==> src/hdl/fiap_pkg.sv <==
package fiap_pkg;

    // ****************************************************************
    // register map, one aligned word per register
    // ****************************************************************
    localparam logic [3:0] IDX_MODE = 4'h0;
    localparam logic [3:0] IDX_KEY = 4'h1;
    localparam logic [3:0] IDX_CLEAR = 4'h2;
    localparam logic [3:0] IDX_ADDR_LO = 4'h3;
    localparam logic [3:0] IDX_ADDR_HI = 4'h4;
    localparam logic [3:0] IDX_D0_LO = 4'h5;
    localparam logic [3:0] IDX_D0_HI = 4'h6;
    localparam logic [3:0] IDX_D1_LO = 4'h7;
    localparam logic [3:0] IDX_D1_HI = 4'h8;
    localparam logic [3:0] IDX_D2_LO = 4'h9;
    localparam logic [3:0] IDX_D2_HI = 4'hA;
    localparam logic [3:0] IDX_D3_LO = 4'hB;
    localparam logic [3:0] IDX_D3_HI = 4'hC;
    localparam logic [3:0] IDX_LAST = 4'hC;
    // byte address bits above the register window must be zero
    localparam int SECTOR_LSB = 6;
    localparam int IDX_LSB = 2;
    localparam int IDX_MSB = 5;

    // ****************************************************************
    // field codes and constants
    // ****************************************************************
    localparam logic [2:0] MODE_WRITE = 3'h0;
    localparam logic [2:0] MODE_ERASE = 3'h1;
    localparam logic [2:0] MODE_READ = 3'h3;
    localparam logic [2:0] MODE_UNLOCK = 3'h6;
    localparam logic [7:0] KEY_CHIP_RESET = 8'h55;
    localparam logic [4:0] WORD_IDX_LAST = 5'h1F;
    localparam int PAGE_WORDS = 32;
    localparam int ADDR_HI_BITS = 5;
    localparam logic [1:0] HTRANS_NONSEQ = 2'h2;
    localparam logic HRESP_OKAY = 1'b0;

    // unlock window; a timeout is a longest time, so it rounds down
    localparam int CLK_PERIOD_NS = 25;
    localparam int UNLOCK_TIME_NS = 10000;
    localparam logic [15:0] UNLOCK_CYCLES =
        16'(UNLOCK_TIME_NS / CLK_PERIOD_NS);

    // ****************************************************************
    // types
    // ****************************************************************
    // laid out exactly as the mode/handshake register bits 7..0
    typedef struct packed {
        logic enabled;
        logic [2:0] opMode;
        logic unlockTrig;
        logic writeStart;
        logic readEnable;
        logic readStart;
    } fiap_ctrl_t;

    typedef enum logic [1:0] {
        FL_NONE = 2'b00,
        FL_ERASE = 2'b01,
        FL_PROG = 2'b10,
        FL_READ = 2'b11
    } fiap_cmd_t;

    typedef enum logic [2:0] {
        ST_IDLE = 3'b000,
        ST_CLEAR = 3'b001,
        ST_ERASE = 3'b010,
        ST_PROG = 3'b011,
        ST_READ = 3'b100
    } fiap_seq_t;

    typedef struct packed {
        logic valid;
        fiap_cmd_t cmd;
        logic [12:0] addr;
        logic [15:0] wdata;
    } fiap_flash_req_t;

    typedef struct packed {
        logic done;
        logic [15:0] rdata;
    } fiap_flash_rsp_t;

endpackage

==> src/hdl/fiap_ctrl.sv <==
// The register offsets and the AHB-Lite slave port are this design's own decisions.
`timescale 1ns/100ps
// Summary of operation
// erase/program by page, read one word
// page and write buffer are 32 words
// software erases a page before programming
// enabled status set by unlock, gates buffer
// write start held high until programming done
// read needs enable; start clears when done
// page from address bits 12..5, word 4..0
// buffer clear bit self-clears after clearing
// software clears buffer before first use
// buffer bound to page of bits 12..5
// first data low write stores only itself
// first data high write loads buffer, increments
// address increment stops at word 31
// buffer cleared after every programming run
// on verify failure software clears and reloads
// all registers decoded in sector zero
// high address bits 7..5 read zero
// address and data registers reset to zero
// mode codes: write, erase, read, unlock
// software may clear enabled status only
// unlock trigger starts timer, clears on timeout
// key 55H requests whole chip reset
// cpu stalled while an operation runs
module fiap_ctrl
    import fiap_pkg::*;
#(
    // arbitrary unlock pattern values, replace per product
    parameter logic [15:0] UNLOCK_PAT1 = 16'h1234,
    parameter logic [15:0] UNLOCK_PAT2 = 16'h5678,
    parameter logic [15:0] UNLOCK_PAT3 = 16'h9ABC
) (
    // clock and reset
    input wire logic clk,
    input wire logic sys_rst,
    // ahb-lite slave
    input wire logic hsel,
    input wire logic [31:0] haddr,
    input wire logic [1:0] htrans,
    input wire logic hwrite,
    input wire logic [2:0] hsize,
    input wire logic [31:0] hwdata,
    input wire logic hready,
    output logic hreadyout,
    output logic [31:0] hrdata,
    output logic hresp,
    // flash array port
    output fiap_flash_req_t flashReq,
    input wire fiap_flash_rsp_t flashRsp,
    // system side
    output logic cpuStall,
    output logic chipResetReq
);

    // ****************************************************************
    // state
    // ****************************************************************
    typedef struct packed {
        fiap_ctrl_t ctrl;
        logic [7:0] key;
        logic clrBuf;
        logic [12:0] addr;
        logic [3:0][15:0] data;
        logic [PAGE_WORDS-1:0][15:0] wbuf;
        fiap_seq_t st;
        logic [4:0] idx;
        logic progClr;
        logic [15:0] timer;
        logic dpValid;
        logic dpWrite;
        logic dpHit;
        logic [3:0] dpIdx;
        logic rdDone;
        logic [31:0] rdata;
        logic chipRst;
    } fiap_state_t;

    fiap_state_t s_q;
    fiap_state_t s_d;
    logic [7:0] wbyte;

    // ****************************************************************
    // helpers
    // ****************************************************************
    // register read mux, shared by the bus read path
    function automatic logic [7:0] regRead(fiap_state_t s,
                                            logic [3:0] idx);
        logic [7:0] v;
        v = 8'h00;
        case (idx)
            IDX_MODE: v = s.ctrl;
            IDX_KEY: v = s.key;
            IDX_CLEAR: v = {7'h00, s.clrBuf};
            IDX_ADDR_LO: v = s.addr[7:0];
            IDX_ADDR_HI: v = {3'h0, s.addr[12:8]};
            IDX_D0_LO: v = s.data[0][7:0];
            IDX_D0_HI: v = s.data[0][15:8];
            IDX_D1_LO: v = s.data[1][7:0];
            IDX_D1_HI: v = s.data[1][15:8];
            IDX_D2_LO: v = s.data[2][7:0];
            IDX_D2_HI: v = s.data[2][15:8];
            IDX_D3_LO: v = s.data[3][7:0];
            IDX_D3_HI: v = s.data[3][15:8];
            default: v = 8'h00;
        endcase
        return v;
    endfunction

    // full flash word address from page number and word index
    function automatic logic [12:0] pageAddr(logic [12:0] a,
                                              logic [4:0] w);
        return {a[12:5], w};
    endfunction

    // ****************************************************************
    // next state
    // ****************************************************************
    always_comb begin
        s_d = s_q;
        wbyte = hwdata[7:0];
        s_d.chipRst = 1'b0;

        // unlock window: patterns in pairs two..four within the timer
        if (s_q.ctrl.unlockTrig) begin
            if (s_q.ctrl.opMode == MODE_UNLOCK &&
                s_q.data[1] == UNLOCK_PAT1 &&
                s_q.data[2] == UNLOCK_PAT2 &&
                s_q.data[3] == UNLOCK_PAT3) begin
                s_d.ctrl.enabled = 1'b1;
                s_d.ctrl.unlockTrig = 1'b0;
            end else if (s_q.timer == UNLOCK_CYCLES - 16'h0001) begin
                s_d.ctrl.unlockTrig = 1'b0;
            end else begin
                s_d.timer = s_q.timer + 16'h0001;
            end
        end

        // operation sequencer; hardware clears come before bus writes
        // so a software set in the same cycle wins
        case (s_q.st)
            ST_IDLE: begin
                s_d.idx = 5'h00;
                if (s_q.clrBuf) begin
                    s_d.st = ST_CLEAR;
                end else if (s_q.ctrl.writeStart) begin
                    if (s_q.ctrl.enabled &&
                        s_q.ctrl.opMode == MODE_WRITE) begin
                        s_d.st = ST_PROG;
                    end else if (s_q.ctrl.enabled &&
                                 s_q.ctrl.opMode == MODE_ERASE) begin
                        s_d.st = ST_ERASE;
                    end else begin
                        s_d.ctrl.writeStart = 1'b0;
                    end
                end else if (s_q.ctrl.readStart) begin
                    if (s_q.ctrl.readEnable &&
                        s_q.ctrl.opMode == MODE_READ) begin
                        s_d.st = ST_READ;
                    end else begin
                        s_d.ctrl.readStart = 1'b0;
                    end
                end
            end
            ST_CLEAR: begin
                // one word per cycle; 32 cycles for the whole buffer
                s_d.wbuf[s_q.idx] = 16'h0000;
                s_d.idx = s_q.idx + 5'h01;
                if (s_q.idx == WORD_IDX_LAST) begin
                    s_d.st = ST_IDLE;
                    s_d.progClr = 1'b0;
                    if (s_q.progClr) begin
                        s_d.ctrl.writeStart = 1'b0;
                    end else begin
                        s_d.clrBuf = 1'b0;
                    end
                end
            end
            ST_ERASE: begin
                if (flashRsp.done) begin
                    s_d.ctrl.writeStart = 1'b0;
                    s_d.st = ST_IDLE;
                end
            end
            ST_PROG: begin
                // all 32 buffered words go out, so a page is whole
                if (flashRsp.done) begin
                    s_d.idx = s_q.idx + 5'h01;
                    if (s_q.idx == WORD_IDX_LAST) begin
                        s_d.st = ST_CLEAR;
                        s_d.progClr = 1'b1;
                    end
                end
            end
            ST_READ: begin
                if (flashRsp.done) begin
                    s_d.data[0] = flashRsp.rdata;
                    s_d.ctrl.readStart = 1'b0;
                    s_d.st = ST_IDLE;
                end
            end
            default: s_d.st = ST_IDLE;
        endcase

        // bus data phase: writes take effect here, zero wait
        if (s_q.dpValid && s_q.dpWrite && s_q.dpHit && hready) begin
            case (s_q.dpIdx)
                IDX_MODE: begin
                    s_d.ctrl.enabled = s_d.ctrl.enabled & wbyte[7];
                    s_d.ctrl.opMode = wbyte[6:4];
                    s_d.ctrl.readEnable = wbyte[1];
                    // start bits are set-only so a busy run is not cut
                    s_d.ctrl.writeStart = s_d.ctrl.writeStart | wbyte[2];
                    s_d.ctrl.readStart = s_d.ctrl.readStart | wbyte[0];
                    if (wbyte[3]) begin
                        s_d.ctrl.unlockTrig = 1'b1;
                        s_d.timer = 16'h0000;
                    end
                end
                IDX_KEY: begin
                    s_d.key = wbyte;
                    s_d.chipRst = (wbyte == KEY_CHIP_RESET);
                end
                IDX_CLEAR: s_d.clrBuf = s_d.clrBuf | wbyte[0];
                IDX_ADDR_LO: s_d.addr[7:0] = wbyte;
                IDX_ADDR_HI: begin
                    s_d.addr[12:8] = wbyte[ADDR_HI_BITS-1:0];
                end
                IDX_D0_LO: s_d.data[0][7:0] = wbyte;
                IDX_D0_HI: begin
                    s_d.data[0][15:8] = wbyte;
                    // loads are refused while locked or while busy
                    if (s_q.ctrl.enabled && s_q.st == ST_IDLE) begin
                        s_d.wbuf[s_q.addr[4:0]] =
                            {wbyte, s_q.data[0][7:0]};
                        if (s_q.addr[4:0] != WORD_IDX_LAST) begin
                            s_d.addr = s_q.addr + 13'h0001;
                        end
                    end
                end
                IDX_D1_LO: s_d.data[1][7:0] = wbyte;
                IDX_D1_HI: s_d.data[1][15:8] = wbyte;
                IDX_D2_LO: s_d.data[2][7:0] = wbyte;
                IDX_D2_HI: s_d.data[2][15:8] = wbyte;
                IDX_D3_LO: s_d.data[3][7:0] = wbyte;
                IDX_D3_HI: s_d.data[3][15:8] = wbyte;
                default: s_d.key = s_d.key;
            endcase
        end

        // read data phase: one wait cycle so the word comes from a flop
        // and sees any write that completed just before
        if (s_q.dpValid && !s_q.dpWrite && !s_q.rdDone) begin
            s_d.rdDone = 1'b1;
            s_d.rdata = 32'h0000_0000;
            if (s_q.dpHit) begin
                s_d.rdata[7:0] = regRead(s_q, s_q.dpIdx);
            end
        end

        // address phase capture
        if (hready) begin
            s_d.dpValid = hsel && htrans == HTRANS_NONSEQ;
            s_d.dpWrite = hwrite;
            s_d.dpIdx = haddr[IDX_MSB:IDX_LSB];
            s_d.dpHit = haddr[31:SECTOR_LSB] == '0 &&
                        haddr[IDX_MSB:IDX_LSB] <= IDX_LAST;
            s_d.rdDone = 1'b0;
        end
    end

    // ****************************************************************
    // registers
    // ****************************************************************
    // synchronous reset: everything, buffer included, comes up zero
    always_ff @(posedge clk) begin
        if (sys_rst) begin
            s_q <= '0;
        end else begin
            s_q <= s_d;
        end
    end

    // ****************************************************************
    // outputs
    // ****************************************************************
    // a read holds the bus for one wait state, writes never do
    assign hreadyout = !(s_q.dpValid && !s_q.dpWrite && !s_q.rdDone);
    assign hrdata = s_q.rdata;
    assign hresp = HRESP_OKAY;
    assign chipResetReq = s_q.chipRst;

    // flash command held until the array answers done
    always_comb begin
        flashReq.valid = 1'b0;
        flashReq.cmd = FL_NONE;
        flashReq.addr = s_q.addr;
        flashReq.wdata = 16'h0000;
        case (s_q.st)
            ST_ERASE: begin
                flashReq.valid = 1'b1;
                flashReq.cmd = FL_ERASE;
                flashReq.addr = pageAddr(s_q.addr, 5'h00);
            end
            ST_PROG: begin
                flashReq.valid = 1'b1;
                flashReq.cmd = FL_PROG;
                flashReq.addr = pageAddr(s_q.addr, s_q.idx);
                flashReq.wdata = s_q.wbuf[s_q.idx];
            end
            ST_READ: begin
                flashReq.valid = 1'b1;
                flashReq.cmd = FL_READ;
            end
            default: flashReq.valid = 1'b0;
        endcase
    end

    // the cpu waits until every start bit has dropped and the sequencer is back in ST_IDLE
    assign cpuStall = s_q.ctrl.writeStart || s_q.ctrl.readStart ||
                      s_q.st != ST_IDLE;

    // hsize is not checked: only whole words are issued
    logic unusedSize;
    assign unusedSize = ^hsize;

endmodule

==> config.mk <==
export PLATFORM = sky130hd
export DESIGN_NAME = fiap_ctrl
export DESIGN_NICKNAME = d
export VERILOG_FILES = /design/src/hdl/fiap_pkg.sv /design/src/hdl/fiap_ctrl.sv
export SDC_FILE = /design/constraint.sdc
export NUM_CORES = 2
export LEC_CHECK = 0
export ABC_CLOCK_PERIOD_IN_PS = 3100
export BUFFER_PORTS_ARGS = -buffer_cell sky130_fd_sc_hd__buf_4
export CORE_MARGIN = 2
export CORE_UTILIZATION = 61
export CTS_BUF_LIST = sky130_fd_sc_hd__clkbuf_16
export CTS_CLUSTER_DIAMETER = 50
export DETAILED_ROUTE_END_ITERATION = 10
export PLACE_DENSITY = 0.8
export SYNTH_ARGS = -nofsm -noshare
export SYNTH_HDL_FRONTEND = slang
export SYNTH_SLANG_ARGS = --single-unit
==> constraint.sdc <==
create_clock -name clk -period 3.1 [get_ports clk]
set_input_delay 0.155 -clock clk [delete_from_list [all_inputs] [get_ports clk]]
set_output_delay 0.155 -clock clk [all_outputs]
set_load 0.02 [all_outputs]
# Word-level counts from Yosys, hierarchy flattened
# Index checks and enable logic that the tools add are counted.
# word_totals
reg_bits,648
wordCells,237
inputBits,91
output_inout_bits,68
# op_classes
n_addsub,3
magnitude_cmp,5
mux,78
bitwise,8
eq_ne,36
n_reduce_logical,47
# op_table
operator,n
512-bit two-way mux,3
606-bit two-way mux,1
512-bit AND,1
512-bit bitwise mux,1
512-bit NOT,1
16-bit two-way mux,12
16-bit demux with 5-bit select,2
8-bit case mux with 13 select lines,1
8-bit two-way mux,11
16-bit binary-select mux with 5-bit select,1
3-bit two-way mux,9
26-bit zero test,1
13-bit two-way mux,2
1-bit two-way mux,25
"4-bit equality test, second input constant",5
5-bit case mux with 2 select lines,2
2-bit AND reduction,9
"16-bit by 1-bit adder with 16-bit output, second input constant",1
"16-bit by 13-bit equality test with 1-bit output, second input constant",1
"16-bit by 15-bit equality test with 1-bit output, second input constant",1
"16-bit equality test, second input constant",1
"16-bit by 9-bit equality test with 1-bit output, second input constant",1
"4-bit by 3-bit equality test with 1-bit output, second input constant",4
1-bit logical AND,16
37 further kinds,65

# Depth between registers and ports, before layout
# depth
depth_word,11
mapped_depth,12
mapped_depth_nobuf,8

# Least setup slack after synthesis
# Ideal clock, no wire load.
# synth_timing
path_type,flip-flop to flip-flop
start,reg s_q[59] in the netlist's numbering
end,reg s_q[200] in the netlist's numbering
period_less_slack_ns,2.784
required_time_ns,3.026
t_arrival_ns,2.710
n_path_buf,5
slack_ns,0.316
path_stages_with_launch,12
setup_ns,0.074
cell_sequence,dfxtp_1 buf_2 buf_1 clkbuf_1 inv_1 ha_1 and2_1 buf_2 a21oi_1 clkbuf_1 nand2_1 o21ai_0
# synth_via
elab_chain_len,11
elab_cells_between_ends,12
classes_between,2 x order compare; 7 x mux; 2 x bitwise; 1 x reduce/logical
# synth_rtl
item,line,text
from (decl),fiap_ctrl.sv:80,fiap_state_t s_q;
from (signal assigned),fiap_ctrl.sv:279,s_q <= '0;
from (signal assigned),fiap_ctrl.sv:281,s_q <= s_d;
5-bit by 6-bit less-than comparator with 1-bit output (not written as such) / 5-bit by 1-bit greater-or-equal comparator with 1-bit output (equally long branches),fiap_ctrl.sv:168,s_d.wbuf[s_q.idx] = 16'h0000;
1-bit logical AND (not written as such),fiap_ctrl.sv:168,
16-bit two-way mux (not written as such),fiap_ctrl.sv:168,
16-bit demux with 5-bit select (*),fiap_ctrl.sv:168,
512-bit NOT (no source line) (*),--,
512-bit AND (no source line) (*),--,
512-bit two-way mux (*),fiap_ctrl.sv:142,case (s_q.st)
512-bit bitwise mux,fiap_ctrl.sv:235,s_d.wbuf[s_q.addr[4:0]] =
512-bit two-way mux,fiap_ctrl.sv:234,if (s_q.ctrl.enabled && s_q.st == ST_IDLE) begin
512-bit two-way mux,fiap_ctrl.sv:208,case (s_q.dpIdx)
606-bit two-way mux (*),fiap_ctrl.sv:207,if (s_q.dpValid && s_q.dpWrite && s_q.dpHit && hready) begin
# Every way passes the cells marked *; elsewhere a longest branch is shown, timed or not.
# A chain may end at the register's enable or synchronous reset.

==> run summary <==
The final reports fail on negative setup slack. On the worst path, the slowest cell contributes a delay of 0.62 ns. The start-to-end type of the worst setup path is reg2out. The tightest min-delay check is of the in2reg type.

The initial antenna violation count is 1. The maximum root-to-sink buffer count came out at 3. The combinational share of power came out at 8.9%. The fmax came out at 318 MHz. The average wire per standard cell is 25.6 um. The most used flip-flop cell after synthesis is sky130_fd_sc_hd__dfxtp_1. The remaining antenna violation count came out at 0. The proportion of synthesized flip-flops having asynchronous set or reset came out at 0%. The top-level port count is 159. The run finished, with violations left.

During synthesis, Yosys emitted a total of 0 warnings. The number of placement rows is 79. The layout cell share with drive strength beyond 1 came out at 16.9%. In the routed design, unresolved DRC markers number 0.

The max capacitance violation total came out at 0. The detailed-route via count came out at 26800. The effective utilization at floorplan came out at 61.9%. The proportion of power drawn by flip-flops and latches came out at 45.6%.

The clock network latency to the later pin of the worst-skew pair came out at 0.62 ns. Walking the worst path, the cells encountered are buf_12 -> buf_4 -> mux4_2 -> a22oi_1 -> a31oi_1 -> buf_4. The number of H-tree levels is 3.

The total length of routed wires is 99.1 mm. The starting DRC count in detailed routing is 3779. The smallest clock period supported by the final layout is computed as 3.14 ns. For this run, the post-layout net count is 3314. At the worst endpoint, the arrival time is 2.99 ns. The post-placement cell count came out at 3692. The part of the power in the clock network came out at 45.5%.

Cells fill 71.0% of the core in the end. The minimum setup slack among reg-to-reg paths came out at 0.15 ns. The library cell appearing most often on the critical path is sky130_fd_sc_hd__buf_4. Global routing used 38.6% of the available tracks across all layers. At the pin with the least slew margin, the transition time is 1.40 ns. The post-synthesis to final-layout area growth is 14.6%. The post-synthesis instance area came out at 28800 um^2. The cell family contributing the most delay on the critical path is buffers and inverters.

STA classifies the critical path startpoint as a flip-flop. Global routing finished with a remaining overflow of 0. The total internal power came out at 13.9 mW.

The total die area is 49000 um^2. The top cell type by area accounts for 45.0% of the synthesized area. The horizontal extent of the die came out at 221 um. The clock input transition at the sequential cells of the worst setup and hold paths is 0.07 ns. The number of failing setup endpoints in the final timing report is 2. The total count of max-transition violations in the final report came to 0.

The first-pass GRT wire length is 147 mm. In the post-synthesis netlist, the biggest area contributors are sky130_fd_sc_hd__dfxtp_1 (45%), sky130_fd_sc_hd__mux4_2 (10%), sky130_fd_sc_hd__nand3_1 (7.9%), sky130_fd_sc_hd__o21ai_0 (5.8%), sky130_fd_sc_hd__nand2_1 (4.7%). For this design, the slowest cell found on the critical path is sky130_fd_sc_hd__dfxtp_4. The synthesized design spends more area on one cell type than any other, namely sky130_fd_sc_hd__dfxtp_1.

The setup slack at placement is 0.369 ns. The required time at the worst-slack endpoint came out at 2.94 ns. Counting instances in the post-synthesis netlist gives the leading cell types as sky130_fd_sc_hd__dfxtp_1 (648), sky130_fd_sc_hd__nand3_1 (456), sky130_fd_sc_hd__nand2_1 (361). The number of buffer cells added on primary ports came out at 104. The number of distinct library cells after synthesis is 79. The top fanout value on the critical path is 20. sky130_fd_sc_hd__dfxtp_1 is the most common cell in the netlist. The static leakage is 11.2 nW.

The count of flip-flops with a built-in enable after synthesis is 0. For this design the total switching power over the nets is 4.65 mW. The largest net degree at the start of global routing came out at 133. The count of endpoints failing hold in the final timing report is 0. After layout, the worst setup slack is -0.0412 ns. The final standard cell area without fillers is 33000 um^2.

The instance area after placement came out at 30100 um^2. The net switching share of the total power came out at 25.1%. In the routed layout, each cell is associated on average with a via count of 6.91. The final critical path takes up 101% of the cycle. The critical path buffer and inverter count came out at 3.

In this run the tightest slew margin relative to its limit is 6.79%. The power per standard cell area is 561 nW/um^2. Across the VDD grid, the largest voltage drop is 0.000523 V. The number of storage elements in the synthesis netlist is 648.

The die height is 221 um. The detailed placer's ending HPWL came out at 62.6 mm. Clock tree synthesis selected as its root buffer the cell sky130_fd_sc_hd__clkbuf_16. STA classifies the critical path endpoint as an output port. Buffers inserted during clock tree synthesis total 69. The number of global-route vias before repair is 25100. The post-route total power came out at 18.6 mW. The sequential-to-total area share from yosys stat came out at 45.0%.

TritonCTS built the clock tree. The area inside the core boundary came out at 46600 um^2. The average cell area after synthesis came out at 9.09 um^2. Between clock sinks in the finished design, the worst skew comes to 0.0212 ns. The first-pass iteration count of the detailed router came out at 8. The number of standard cells in the layout, taps in and fillers out is 3871.

Setup repair after global routing could not meet its margin everywhere. Counting every instance in the synthesized netlist gives 3172. The number of clock sinks seen by CTS came out at 648.

The global placer's final weighted congestion is 0.965.
-- logic make-up (layout without fill, tap and decap cells) --
group | after synthesis | in the layout | synth area share [%]
other | 1 | 26 | 0.0130
multiplexers | 212 | 212 | 13.0
XOR/XNOR | 3 | 3 | 0.0912
flip-flops | 648 | 648 | 45.0
AO/OA/AOI/OAI | 805 | 805 | 16.5
adder cells (fa/ha/maj) | 11 | 11 | 0.477
buffers and inverters | 364 | 431 | 5.65
AND/OR/NAND/NOR | 1128 | 1128 | 19.2
-- cell usage in the layout (no fill, tap or decap), drive strengths merged, types with 55 or more instances in the layout --
cell type,count
nor2,98
dfxtp,648
nand2,361
buf,251
mux4,130
mux2i,79
clkbuf,76
a22o,55
a21oi,208
nand3,466
o21ai,378
-- path summary, 6_finish.rpt --
kind,start,endpoint,cells past startpoint
setup reg to reg,s_q[59]$_SDFFE_PP0P_,s_q[390]$_SDFF_PP0_,6
hold / removal,flashRsp[4],s_q[582]$_SDFF_PP0_,3
hold reg to reg,s_q[194]$_SDFF_PP0_,s_q[194]$_SDFF_PP0_,2
setup / recovery,s_q[59]$_SDFFE_PP0P_,flashReq[6],6
-- metal layers --
layer	GRT usage, %	wire (um)	share of wire [%]	vias up
li1	-	-	-	11600
met1	51.0	36600	37	12900
met2	57.3	43100	44	1876
met3	10.3	13200	13	404
met4	21.7	6210	6.3	0
met5	0	0	0	-
-- state kept, by name (all words and copies together) (netlist names) --
| name | flops |
|---|---|
| s_q | 639 |
| hrdata | 8 |
| chipResetReq | 1 |
-- stage by stage --
stage	hold slack [ns]	TNS [ns]
after global routing	0.0204	-0.0849
after floorplan	0.302	0
after CTS	0.00487	-0.00425
final	0.0187	-0.0490
after detailed placement	0.415	0
after global placement	0.388	0
-- worst min-delay path, delay by kind of cell --
kind	cells	cell delay (ns)
AO/OA/AOI/OAI	1	0.11
buffers and inverters	1	0.13
multiplexers	1	0.17
-- power by group through the flow --
stage / clock network (mW) / logic (mW) / registers [mW]
2_1_floorplan: 0 / 0.990 / 8.58
3_3_place_gp: 0 / 1.43 / 8.64
3_5_place_dp: 0 / 1.45 / 8.65
4_1_cts: 8.39 / 1.50 / 8.46
5_1_grt: 8.73 / 1.72 / 8.46
6_report: 8.44 / 1.65 / 8.47
-- final cells by class --
cell class                      count  area (um^2)
Tap cell                          607          759
Antenna cell                        1         2.50
Fill cell                        3328        13500
Clock buffer                       73         1830
Sequential cell                   648        13000
Timing Repair Buffer              293         2520
Inverter                           16         60.1
Multi-Input combinational cell   2184        14400
Clock inverter                     49          455
-- what timing repair did --
item | 4_1_cts | 5_1_grt
setup buffers | 1 | 13
pin swaps | 0 | 0
resized for setup | 6 | 9
gates cloned | 0 | 3
endpoints found under the hold margin | 49 | 0
hold buffers | 39 | 0
setup endpoints to repair | 12 | 14
No activity file was read; power rests on OpenSTA's default activity.
